## src/shared/aprp_pkg.sv

```systemverilog
// Package for the converter parallel read port: timing, widths, carriers.
// Assumes a single 25 MHz clock; no software registers exist.
package aprp_pkg;

    // Clock period in picoseconds
    localparam int CLK_PERIOD_PS  = 40000;
    // Conversion time, longest, in ns
    localparam int CONV_MAX_NS    = 2500;
    // Conversion time, typical, in ns
    localparam int CONV_TYP_NS    = 1900;
    // Read strobe limit in strobe-only mode, in ns
    localparam int STROBE_MAX_NS  = 300;
    // Typical conversion in cycles; a longest time rounds down
    localparam int CONV_CYCLES    = (CONV_TYP_NS * 1000) / CLK_PERIOD_PS;
    localparam int CONV_MAX_CYC   = (CONV_MAX_NS * 1000) / CLK_PERIOD_PS;
    // Strobe length that still counts as strobe-only, rounded down
    localparam int STROBE_CYCLES  = (STROBE_MAX_NS * 1000) / CLK_PERIOD_PS;
    localparam int RES_W          = 10;
    localparam int RSV_W          = 2;
    // Busy output value after reset: idle, high
    localparam logic BUSY_RST     = 1'b1;

    // Host strobes, both active low
    typedef struct packed {
        logic cs_n;
        logic rd_n;
    } aprp_host_t;

    // Driven data bus: reserved bits below the result
    typedef struct packed {
        logic [RES_W-1:0] result_bus;
        logic [RSV_W-1:0] reserved_low_bits;
    } aprp_data_t;

    typedef enum logic [1:0] {
        AP_IDLE,
        AP_CONV,
        AP_WAIT
    } aprp_state_t;

endpackage : aprp_pkg

```

## src/rtl/aprp_read_port.sv

```systemverilog
// Parallel read port of a 10-bit sampling converter, as seen by the host.
// Assumes host strobes synchronous to ref_clk; sample comes from the core.
// Notes on behaviour
// Read strobe low while chip select low starts a new conversion.
// Data outputs driven only while both strobes low, else released.
// Read strobe is ignored entirely while chip select is high.
// Busy low during a whole conversion, high otherwise.
// Conversion finishes within 2.5 us, typically 1.9 us.
// Host keeps strobe-only read pulses to 300 ns or less.
// The two reserved low data bits are always driven low.
// At conversion end busy rises and result is latched for reading.
// Strobe length selects handshake or strobe-only mode.
// Result is natural binary, zeros at low reference, ones at high.
// In handshake mode host holds strobes until busy rises.
`timescale 1ns/1ps
module aprp_read_port #(
    parameter int CONV_CYC = aprp_pkg::CONV_CYCLES
) (
    input  wire logic                   ref_clk,
    input  wire logic                   rst_n,
    input  wire aprp_pkg::aprp_host_t   host,
    input  wire logic [aprp_pkg::RES_W-1:0] analog_sample,
    output logic                        busy_ff,
    output aprp_pkg::aprp_data_t        data_out_ff,
    output logic                        data_oe_ff,
    output logic                        strobe_mode_ff
);
    import aprp_pkg::*;

    aprp_state_t      state_ff;
    logic [7:0]       cnt_ff;
    logic [7:0]       rd_len_ff;
    logic             sel;
    logic             sel_q_ff;
    logic             start;
    logic [RES_W-1:0] result_ff;

    // Chip select gates the read strobe, as an internal NOR would
    // strobe gated by select
    assign sel   = ~host.cs_n & ~host.rd_n;
    // start on rising select
    assign start = sel & ~sel_q_ff & (state_ff == AP_IDLE);

    // Edge history of the gated strobe
    always_ff @(posedge ref_clk) begin
        if (!rst_n) begin
            sel_q_ff <= 1'b0;
        end else begin
            sel_q_ff <= sel;
        end
    end

    // Conversion sequencer; the count is set by CONV_CYC, within the limit at its default of 47
    // conversion timing
    always_ff @(posedge ref_clk) begin
        if (!rst_n) begin
            state_ff <= AP_IDLE;
            cnt_ff   <= 8'h00;
        end else begin
            case (state_ff)
                AP_IDLE: begin
                    if (start) begin
                        state_ff <= AP_CONV;
                        cnt_ff   <= 8'(CONV_CYC - 1);
                    end
                end
                AP_CONV: begin
                    if (cnt_ff == 8'h00) begin
                        state_ff <= AP_WAIT;
                    end else begin
                        cnt_ff <= cnt_ff - 8'h01;
                    end
                end
                // Wait for strobes to rise so one pulse is one conversion
                AP_WAIT: begin
                    if (!sel) begin
                        state_ff <= AP_IDLE;
                    end
                end
                default: begin
                    state_ff <= AP_IDLE;
                end
            endcase
        end
    end

    // busy low while converting
    always_ff @(posedge ref_clk) begin
        if (!rst_n) begin
            busy_ff <= BUSY_RST;
        end else begin
            busy_ff <= !(start || (state_ff == AP_CONV && cnt_ff != 8'h00));
        end
    end

    // latch result at end
    // natural binary passed unchanged from the core
    always_ff @(posedge ref_clk) begin
        if (!rst_n) begin
            result_ff <= '0;
        end else if (state_ff == AP_CONV && cnt_ff == 8'h00) begin
            result_ff <= analog_sample;
        end
    end

    // drive only under select
    // reserved bits low
    // Data shows the last latched result until the new one lands
    always_ff @(posedge ref_clk) begin
        if (!rst_n) begin
            data_oe_ff  <= 1'b0;
            data_out_ff <= '0;
        end else begin
            data_oe_ff                    <= sel;
            data_out_ff.reserved_low_bits <= '0;
            if (state_ff == AP_CONV && cnt_ff == 8'h00) begin
                data_out_ff.result_bus <= analog_sample;
            end else begin
                data_out_ff.result_bus <= result_ff;
            end
        end
    end

    // strobe length picks mode
    // A short pulse means strobe-only use: the host reads the old result
    // short pulse threshold
    always_ff @(posedge ref_clk) begin
        if (!rst_n) begin
            rd_len_ff      <= 8'h00;
            strobe_mode_ff <= 1'b0;
        end else if (sel) begin
            if (rd_len_ff != 8'hFF) begin
                rd_len_ff <= rd_len_ff + 8'h01;
            end
        end else begin
            if (sel_q_ff) begin
                strobe_mode_ff <= (rd_len_ff <= 8'(STROBE_CYCLES));
            end
            rd_len_ff <= 8'h00;
        end
    end

    // Helper for the R5 bound: cycles that busy has stood low
    // A counter keeps the check cheap where a long repetition would not
    logic [7:0] busy_low_cnt_ff;
    always_ff @(posedge ref_clk) begin
        if (!rst_n || busy_ff) begin
            busy_low_cnt_ff <= 8'h00;
        end else if (busy_low_cnt_ff != 8'hFF) begin
            busy_low_cnt_ff <= busy_low_cnt_ff + 8'h01;
        end
    end
endmodule : aprp_read_port

```

## config.mk

```make
export PLATFORM = sky130hd
export DESIGN_NAME = aprp_read_port
export DESIGN_NICKNAME = d
export VERILOG_FILES = /design/src/shared/aprp_pkg.sv /design/src/rtl/aprp_read_port.sv
export SDC_FILE = /design/constraint.sdc
export NUM_CORES = 1
export LEC_CHECK = 0
export BUFFER_PORTS_ARGS = -buffer_cell sky130_fd_sc_hd__buf_2
export CORE_AREA = 2 2 51 53
export CTS_BUF_LIST = sky130_fd_sc_hd__clkbuf_8
export CTS_CLUSTER_SIZE = 24
export DETAILED_ROUTE_END_ITERATION = 16
export DIE_AREA = 0 0 53 55
export PLACE_DENSITY = 0.82
export SLEW_MARGIN = 5
export SYNTH_ARGS = -nofsm -noshare
export SYNTH_HDL_FRONTEND = slang
export SYNTH_SLANG_ARGS = --single-unit
export TNS_END_PERCENT = 30
```

## constraint.sdc

```tcl
create_clock -name ref_clk -period 4.3 [get_ports ref_clk]
set_input_delay 0.215 -clock ref_clk [delete_from_list [all_inputs] [get_ports ref_clk]]
set_output_delay 0.215 -clock ref_clk [all_outputs]
set_load 0.02 [all_outputs]
```

==> impl_metrics.py, run 1 <==
metrics = {
    "final_layout": {
        "diodes": 0,
        "final_nets": 189,
        "final_util": 0.678,
        "drive_gt1_frac": 0.231,
        "area_growth_pct": 19.3,
        "post-route-cell-area_um2": 1600,
    },
    "floorplan": {
        "dieArea_um2": 2920,
        "start_util": 0.568,
        "std_cell_rows": 18,
        "core_area_um2": 2360,
        "pin_count": 29,
        "die_h_um": 55,
        "die_x_um": 53,
    },
    "global_route": {
        "use_met2": 0.344,
        "grt_overflow_total": 0,
        "track_usage": 0.205,
        "antenna_found_initial": 0,
        "grt_use_met3": 0.0565,
        "grt_util_met1": 0.237,
        "grt_pass1_wl_um": 4240,
        "busiest_layer": "met2",
        "grt_pass1_vias": 1022,
        "grt_max_degree": 19,
    },
    "worst_setup_path": {
        "reg2reg_setup_slack_ns": 2.17,
        "critPathCaptureType": "flip-flop",
        "slowest_stage": "nand4b_1",
        "crit_path_start": "cnt_ff[2]$_SDFFE_PN0P_",
        "rr_startpoint": "cnt_ff[2]$_SDFFE_PN0P_",
        "worstPathArrival_ns": 2.29,
        "worstRegToRegCells": 4,
        "worstSetupPathType": "flip-flop to flip-flop",
        "worstPathRequired_ns": 4.46,
        "cp-start-kind": "flip-flop",
        "crit_fanout": 11,
        "critical_path.cell_chain": "nor4_4 -> nand4b_1 -> mux2i_1 -> nor2_1",
        "cpPeakStageDelay_ns": 0.68,
        "reg2reg_to": "data_out_ff[10]$_SDFFE_PN0P_",
    },
    "sta": {
        "final-hold-violation-count": 0,
        "finalCriticalPeriod_ns": 2.13,
        "max_freq_mhz": 469,
        "fin_setup_tns_ns": 0,
        "fin_skew_ns": 0.00607,
        "slew_headroom": 0.516,
        "slew_violations": 0,
        "setup_viol": 0,
        "tightest_slew_ns": 0.722,
        "fin_worst_hold_slack_ns": 0.160,
        "fin_ws_ns": 2.17,
        "rsz0062_at_grt": "false",
        "post-route-period-util": 0.496,
    },
    "routing": {
        "vias_per_cell": 5.41,
        "wire_per_inst_um": 12.7,
        "drt-initial-drc-count": 16,
        "remaining_drc_errors": 0,
        "antenna_left": 0,
        "vias": 1099,
        "first_pass_iters": 4,
        "wl_um": 2580,
    },
    "logic_synthesis": {
        "synth_edf_count": 0,
        "synth_top_cell_by_area": "dfxtp_1",
        "ys_types": 36,
        "netlist_top_cells_count": "dfxtp_1, nor2_1, mux2i_1",
        "syn_inst": 143,
        "ys_seq_area_frac": 0.462,
        "yosysMostFrequentCell": "dfxtp_1",
        "synth_top_area_frac": 0.462,
        "postSynth.asyncResetShare": 0,
        "ys_warn_count": 0,
        "synth-main-ff-cell": "dfxtp_1",
        "synth.area.top_cells": "dfxtp_1, mux2i_1, nor2_1",
        "synth-seq-cells": 31,
        "syn-cell-area_um2": 1340,
        "synth_area_per_cell_um2": 9.40,
    },
    "power_and_ir_drop": {
        "power.density_nw_per_um2": 431,
        "peakVddDrop_mv": 0.316,
        "p_leak_uw": 0.000723,
    },
    "clocking": {
        "cts_hold_buffers": 0,
        "cts_resized": 0,
        "cts_buffer_depth": 2,
        "clk_pin_slew_ns": 0.07,
        "cts_buffers": 5,
        "root_buffer": "clkbuf_8",
        "clkLatencyLatePin_ns": 0.28,
        "cts_setup_buffers": 0,
        "htree_levels": 2,
        "numClockSinks": 31,
        "tritoncts": "yes",
    },
    "placed_design": {
        "dpl_cell_area_um2": 1490,
        "gp_congestion": 0.809,
        "place_ws_ns": 2.20,
        "dp_hpwl_um": 1860,
        "io_buffers": 26,
    },
    "flow_run": {
        "drv_cap": 0,
    },
    "min_path": {
        "min-delay-start": "analog_sample[1]",
        "holdPathStages": 3,
        "worstHoldPathType": "primary input to flip-flop",
        "min_delay_worst_endpoint": "data_out_ff[3]$_SDFFE_PN0P_",
    },
    "status": {
        "status": "finished, final reports clean",
    },
}
metrics by stage:
stage	total power (µW)	instances
final	690	203
after global routing	722	203
after CTS	699	203
after detailed placement	406	195
after global placement	401	195
after floorplan	384	144
registers in the layout (all words and copies together), names as in the netlist:
signal          count
data_oe_ff          1
strobe_mode_ff      1
rd_len_ff           8
state_ff            2
data_out_ff        10
cnt_ff              8
busy_ff             1
layout by cell type (no fill, tap or decap), types with 2 or more instances in the layout:
cell type | synthesis | layout
a211oi_1 | 5 | 5
a21oi_1 | 5 | 5
and3_1 | 2 | 2
buf_2 | 0 | 26
clkbuf_8 | 0 | 6
conb_1 | 1 | 2
dfxtp_1 | 31 | 31
ha_1 | 3 | 3
inv_1 | 4 | 4
mux2i_1 | 11 | 11
nand2_1 | 6 | 6
nand3_1 | 3 | 3
nand4_1 | 3 | 3
nor2_1 | 24 | 24
nor3_1 | 8 | 8
nor3b_1 | 2 | 2
o21ai_0 | 3 | 3
or3_1 | 6 | 6
xnor2_1 | 3 | 3
xor2_1 | 2 | 2
final cells by class:
class / count / area [µm²]
inverter: 5 / 18.8
timing repair buffer: 26 / 130
multi-input combinational: 103 / 678
clock inverter: 2 / 35.0
fill: 202 / 762
sequential: 31 / 621
clock buffer: 6 / 82.6
tap: 30 / 37.5
worst max-delay path by stage:
stage,cells after the start,endpoint
after global placement,4,data_out_ff[10]$_SDFFE_PN0P_
after floorplan,6,cnt_ff[4]$_SDFFE_PN0P_
after detailed placement,4,data_out_ff[10]$_SDFFE_PN0P_
after global routing,4,data_out_ff[2]$_SDFFE_PN0P_
final,4,data_out_ff[10]$_SDFFE_PN0P_
after CTS,4,data_out_ff[10]$_SDFFE_PN0P_
layer usage:
metal | wire length, µm | vias to the layer above
li1 | - | 562
met1 | 1140 | 510
met2 | 1280 | 22
met3 | 114 | 5
met4 | 55 | 0
met5 | 0 | -
worst max-delay path: cells and delay by family, from the launching register on:
kind	cells	cell delay, ns
flops	1	0.38
simple gates	3	1.26
mux	1	0.37
power breakdown:
group	switching, µW	total, µW	leakage, µW	internal, µW
Clock	103	290	0.0000612	187
Sequential	12.8	314	0.000252	301
Combinational	49.1	86.5	0.000410	37.3
cell families after synthesis:
family                   after synthesis  synth area share
AO/OA/AOI/OAI                         19            0.0978
buffers and inverters                 10            0.0363
adder cells (fa/ha/maj)                3            0.0279
XOR/XNOR                               5            0.0326
other                                  1           0.00279
multiplexers                          11            0.0819
flip-flops                            31             0.462
AND/OR/NAND/NOR                       63             0.259
(Power assumes the default switching activity.)
==> inputs of run 2 (changes only) <==
--- a/config.mk
+++ b/config.mk
@@ -6,12 +6,12 @@
 export NUM_CORES = 1
 export LEC_CHECK = 0
 export BUFFER_PORTS_ARGS = -buffer_cell sky130_fd_sc_hd__buf_2
-export CORE_AREA = 2 2 51 53
+export CORE_AREA = 2 2 53 55
 export CTS_BUF_LIST = sky130_fd_sc_hd__clkbuf_8
 export CTS_CLUSTER_SIZE = 24
 export DETAILED_ROUTE_END_ITERATION = 16
-export DIE_AREA = 0 0 53 55
-export PLACE_DENSITY = 0.82
+export DIE_AREA = 0 0 55 57
+export PLACE_DENSITY = 0.77
 export SLEW_MARGIN = 5
 export SYNTH_ARGS = -nofsm -noshare
 export SYNTH_HDL_FRONTEND = slang
==> constraint.sdc (replaced) <==
create_clock -name ref_clk -period 1.97 [get_ports ref_clk]
set_input_delay 0.0985 -clock ref_clk [delete_from_list [all_inputs] [get_ports ref_clk]]
set_output_delay 0.0985 -clock ref_clk [all_outputs]
set_load 0.02 [all_outputs]
==> impl_metrics.py, run 2 (same netlist as run 1, synthesis figures left out) <==
metrics = {
    "status": {
        "status": "finished, final reports clean",
    },
    "min_path": {
        "min-delay-start": "analog_sample[0]",
        "worstHoldPathType": "primary input to flip-flop",
    },
    "floorplan": {
        "pin_count": 29,
        "std_cell_rows": 19,
        "die_x_um": 55,
        "core_area_um2": 2620,
        "start_util": 0.514,
        "dieArea_um2": 3140,
        "die_h_um": 57,
    },
    "flow_run": {
        "drv_cap": 0,
    },
    "power_and_ir_drop": {
        "p_leak_uw": 0.000718,
        "p_int_uw": 1010,
        "pwr-share-seq": 0.500,
        "p_sw_uw": 356,
        "swShare": 0.260,
        "combPwrFrac": 0.139,
        "clkPwrFrac": 0.361,
        "peakVddDrop_mv": 0.839,
        "power.density_nw_per_um2": 862,
    },
    "routing": {
        "wire_per_inst_um": 12.6,
        "drt-initial-drc-count": 16,
        "wl_um": 2580,
        "vias_per_cell": 5.45,
        "remaining_drc_errors": 0,
        "antenna_left": 0,
        "vias": 1117,
        "first_pass_iters": 4,
    },
    "clocking": {
        "cts_resized": 0,
        "tritoncts": "yes",
        "root_buffer": "clkbuf_8",
        "numClockSinks": 31,
        "cts_setup_buffers": 0,
        "htree_levels": 2,
        "clkLatencyLatePin_ns": 0.28,
        "cts_hold_buffers": 0,
        "cts_buffers": 5,
        "cts_buffer_depth": 2,
        "clk_pin_slew_ns": 0.06,
    },
    "final_layout": {
        "area_growth_pct": 18.2,
        "drive_gt1_frac": 0.236,
        "largest-register": "data_out_ff",
        "reg_top3": "data_out_ff: 10 flops, cnt_ff: 8 flops, rd_len_ff: 8 flops",
        "nFillCells": 238,
        "diodes": 0,
        "final_nets": 191,
        "largest_register_ffs": 10,
        "instances_no_fill": 205,
        "final_common_cell": "dfxtp_1",
        "final_cell_mix": "dfxtp_1, buf_2, nor2_1",
    },
    "worst_setup_path": {
        "cp-start-kind": "flip-flop",
        "rr_startpoint": "cnt_ff[0]$_SDFFE_PN0P_",
        "crit_fanout": 7,
        "slowest_stage": "nor3b_2",
        "crit_path_start": "cnt_ff[0]$_SDFFE_PN0P_",
        "worstPathRequired_ns": 2.19,
        "worstPathArrival_ns": 1.92,
        "cpPeakStageDelay_ns": 0.37,
        "worstSetupPathType": "flip-flop to flip-flop",
        "critical_path.cell_chain": "inv_1 -> ha_1 -> nor3b_2 -> a21oi_2 -> or3_1 -> a21oi_1",
        "critPathCaptureType": "flip-flop",
    },
    "global_route": {
        "grt_pass1_vias": 1080,
        "track_usage": 0.199,
        "grt_max_degree": 18,
        "grt_overflow_total": 0,
        "grt_pass1_wl_um": 4570,
        "antenna_found_initial": 0,
    },
    "sta": {
        "setup_viol": 0,
        "final-hold-violation-count": 0,
        "fin_skew_ns": 0.00535,
        "tightest_slew_ns": 0.476,
        "slew_headroom": 0.674,
        "max_freq_mhz": 586,
        "fin_worst_hold_slack_ns": 0.0456,
        "fin_setup_tns_ns": 0,
        "finalCriticalPeriod_ns": 1.71,
        "slew_violations": 0,
        "post-route-period-util": 0.866,
        "rsz0062_at_grt": "false",
    },
    "placed_design": {
        "io_buffers": 26,
        "gp_congestion": 0.869,
        "dp.cells": 198,
        "dp_hpwl_um": 1890,
    },
}
run 2: worst paths after layout:
path,cells past startpoint,endpoint,slack (ns)
setup / recovery,6,cnt_ff[0]$_SDFFE_PN0P_,0.26
hold / removal,3,data_out_ff[2]$_SDFFE_PN0P_,0.05
setup reg to reg,6,cnt_ff[0]$_SDFFE_PN0P_,0.26
hold reg to reg,2,data_out_ff[6]$_SDFFE_PN0P_,0.49
run 2: metrics by stage:
step                power, µW   util  setup slack [ns]  area (µm²)
global route             1440  0.608             0.123        1590
finish                   1370  0.608             0.265        1590
detailed placement        888  0.574             0.295        1500
CTS                      1390  0.608             0.273        1590
global placement          881  0.574             0.348        1500
floorplan                 838      -             0.406        1350
run 2: power by group through the flow:
stage / Sequential, µW / Combinational, µW / Clock, µW
2_1_floorplan: 708 / 130 / 0
3_3_place_gp: 697 / 184 / 0
6_report: 685 / 191 / 495
5_1_grt: 689 / 213 / 534
4_1_cts: 685 / 190 / 512
3_5_place_dp: 699 / 189 / 0
run 2: final cells by class:
| cell class | count | area [µm²] | share of cell area |
|---|---|---|---|
| Multi-Input combinational cell | 103 | 678 | 0.427 |
| Sequential cell | 31 | 621 | 0.391 |
| Inverter | 5 | 18.8 | 0.0118 |
| Clock inverter | 1 | 5.00 | 0.00315 |
| Clock buffer | 6 | 82.6 | 0.0520 |
| Tap cell | 31 | 38.8 | 0.0244 |
| Timing Repair Buffer | 28 | 145 | 0.0913 |
run 2: worst max-delay path: cells and delay by family (launching register included):
family                     cells  cell delay, ns
DFF                            1            0.31
AOI/OAI and AO/OA              2            0.29
and+or+nand+nor                2            0.70
adders and majority gates      1            0.20
buffers and inverters          1            0.13
run 2: metal layers:
metal / vias up / wire length (µm) / global-route usage
li1: 564 / - / -
met4: 0 / 33 / 0.0732
met2: 23 / 1230 / 0.293
met5: - / 0 / 0
met1: 527 / 1180 / 0.263
met3: 3 / 129 / 0.0785
==> inputs of run 3 (changes only) <==
--- a/config.mk
+++ b/config.mk
@@ -6,11 +6,11 @@
 export NUM_CORES = 1
 export LEC_CHECK = 0
 export BUFFER_PORTS_ARGS = -buffer_cell sky130_fd_sc_hd__buf_2
-export CORE_AREA = 2 2 53 55
+export CORE_AREA = 2 2 61 48
 export CTS_BUF_LIST = sky130_fd_sc_hd__clkbuf_8
 export CTS_CLUSTER_SIZE = 24
 export DETAILED_ROUTE_END_ITERATION = 16
-export DIE_AREA = 0 0 55 57
+export DIE_AREA = 0 0 63 50
 export PLACE_DENSITY = 0.77
 export SLEW_MARGIN = 5
 export SYNTH_ARGS = -nofsm -noshare
==> constraint.sdc (replaced) <==
create_clock -name ref_clk -period 1.97 [get_ports ref_clk]
set_input_delay 0.0985 -clock ref_clk [delete_from_list [all_inputs] [get_ports ref_clk]]
set_output_delay 0.0985 -clock ref_clk [all_outputs]
set_load 0.05 [all_outputs]
==> impl_metrics.py, run 3 (same netlist as run 1, synthesis figures left out) <==
metrics = {
    "clocking": {
        "root_buffer": "clkbuf_8",
        "cts_resized": 0,
        "cts_setup_buffers": 0,
        "clk_pin_slew_ns": 0.06,
        "tritoncts": "yes",
        "htree_levels": 2,
        "cts_hold_buffers": 0,
        "cts_buffer_depth": 2,
        "clkLatencyLatePin_ns": 0.27,
        "cts_buffers": 5,
        "numClockSinks": 31,
    },
    "worst_setup_path": {
        "worstPathArrival_ns": 1.89,
        "worstRegToRegCells": 6,
        "reg2reg_to": "cnt_ff[0]$_SDFFE_PN0P_",
        "worstSetupPathType": "flip-flop to flip-flop",
        "crit_fanout": 7,
        "cpPeakStageDelay_ns": 0.37,
        "slowest_stage": "nor3b_2",
        "reg2reg_setup_slack_ns": 0.28,
        "critical_path.cell_chain": "inv_1 -> ha_1 -> nor3b_2 -> a21oi_2 -> or3_1 -> a21oi_1",
        "cp-start-kind": "flip-flop",
        "rr_startpoint": "cnt_ff[0]$_SDFFE_PN0P_",
        "critPathCaptureType": "flip-flop",
        "worstPathRequired_ns": 2.18,
    },
    "routing": {
        "vias": 1115,
        "first_pass_iters": 4,
        "wl_um": 2680,
        "drt-initial-drc-count": 43,
        "wire_per_inst_um": 12.8,
        "remaining_drc_errors": 0,
        "antenna_left": 0,
        "vias_per_cell": 5.31,
    },
    "min_path": {
        "min_delay_worst_endpoint": "data_out_ff[8]$_SDFFE_PN0P_",
        "holdPathStages": 3,
        "min-delay-start": "analog_sample[6]",
        "worstHoldPathType": "primary input to flip-flop",
    },
    "global_route": {
        "grt_pass1_vias": 1132,
        "antenna_found_initial": 0,
        "grt_max_degree": 18,
        "grt_pass1_wl_um": 4710,
        "grt_overflow_total": 0,
        "track_usage": 0.191,
    },
    "sta": {
        "slew_violations": 0,
        "finalCriticalPeriod_ns": 1.69,
        "post-route-period-util": 0.856,
        "max_freq_mhz": 593,
        "fin_skew_ns": 0.00481,
        "fin_worst_hold_slack_ns": 0.0600,
        "final-hold-violation-count": 0,
        "slew_headroom": 0.671,
        "rsz0062_at_grt": "false",
        "fin_setup_tns_ns": 0,
        "setup_viol": 0,
        "tightest_slew_ns": 0.481,
    },
    "floorplan": {
        "die_x_um": 63,
        "die_h_um": 50,
        "pin_count": 29,
        "start_util": 0.529,
        "core_area_um2": 2540,
        "dieArea_um2": 3150,
        "std_cell_rows": 16,
    },
    "final_layout": {
        "final_common_cell": "dfxtp_1",
        "reg_top3": "data_out_ff: 10 flops, cnt_ff: 8 flops, rd_len_ff: 8 flops",
        "drive_gt1_frac": 0.236,
        "nFillCells": 239,
        "final_nets": 191,
        "largest_register_ffs": 10,
        "multi_input_area_um2": 678,
        "area_growth_pct": 18.7,
        "largest-register": "data_out_ff",
        "final_cell_mix": "dfxtp_1, buf_2, nor2_1",
        "regArea_um2": 621,
        "diodes": 0,
    },
    "power_and_ir_drop": {
        "peakVddDrop_mv": 0.472,
        "p_leak_uw": 0.000718,
        "power.density_nw_per_um2": 877,
    },
    "status": {
        "status": "finished, final reports clean",
    },
    "placed_design": {
        "io_buffers": 26,
        "dp_hpwl_um": 1990,
        "gp_congestion": 0.794,
    },
    "flow_run": {
        "drv_cap": 0,
    },
}
-- run 3: cell counts in the layout (fill, tap and decap cells not counted) --
No cell type changed its count.
-- run 3: critical path: cells and delay by family (launching register included) --
kind,cells,cell delay [ns]
AOI/OAI and AO/OA,2,0.29
DFF,1,0.31
buffers and inverters,1,0.13
and+or+nand+nor,2,0.70
adders and majority gates,1,0.19
-- run 3: metal layers --
layer	global-route usage	part of all wire
met1	0.219	0.44
met2	0.333	0.49
met3	0.0616	0.063
met4	0.0704	0.010
met5	0	0
-- run 3: how the worst max path moves through the flow --
| stage | to | start |
|---|---|---|
| 6_report | cnt_ff[0]$_SDFFE_PN0P_ | cnt_ff[0]$_SDFFE_PN0P_ |
| 5_1_grt | cnt_ff[0]$_SDFFE_PN0P_ | cnt_ff[0]$_SDFFE_PN0P_ |
| 4_1_cts | cnt_ff[4]$_SDFFE_PN0P_ | cnt_ff[0]$_SDFFE_PN0P_ |
| 3_5_place_dp | cnt_ff[4]$_SDFFE_PN0P_ | cnt_ff[0]$_SDFFE_PN0P_ |
| 3_3_place_gp | cnt_ff[4]$_SDFFE_PN0P_ | cnt_ff[0]$_SDFFE_PN0P_ |
| 2_1_floorplan | cnt_ff[4]$_SDFFE_PN0P_ | cnt_ff[0]$_SDFFE_PN0P_ |
-- run 3: cell type report --
cell class / count / area share
clock buffers: 6 / 0.0518
repair buffers: 28 / 0.0910
clock inverters: 1 / 0.00314
well taps: 36 / 0.0282
flip-flops and latches: 31 / 0.389
inverters: 5 / 0.0118
multi-input cells: 103 / 0.425
-- run 3: stage by stage --
step | power (µW) | utilization | area [µm²] | cells | worst slack (ns)
3_3_place_gp | 913 | 0.593 | 1510 | 203 | 0.365
3_5_place_dp | 923 | 0.593 | 1510 | 203 | 0.284
5_1_grt | 1470 | 0.627 | 1600 | 210 | 0.126
4_1_cts | 1410 | 0.627 | 1600 | 210 | 0.270
2_1_floorplan | 870 | - | 1350 | 144 | 0.406
6_report | 1400 | 0.627 | 1600 | 210 | 0.284
-- run 3: power by group --
part | internal [µW] | switching, µW
clock | 273 | 215
sequential | 657 | 29.0
combinational | 84.1 | 140
total | 1010 | 385
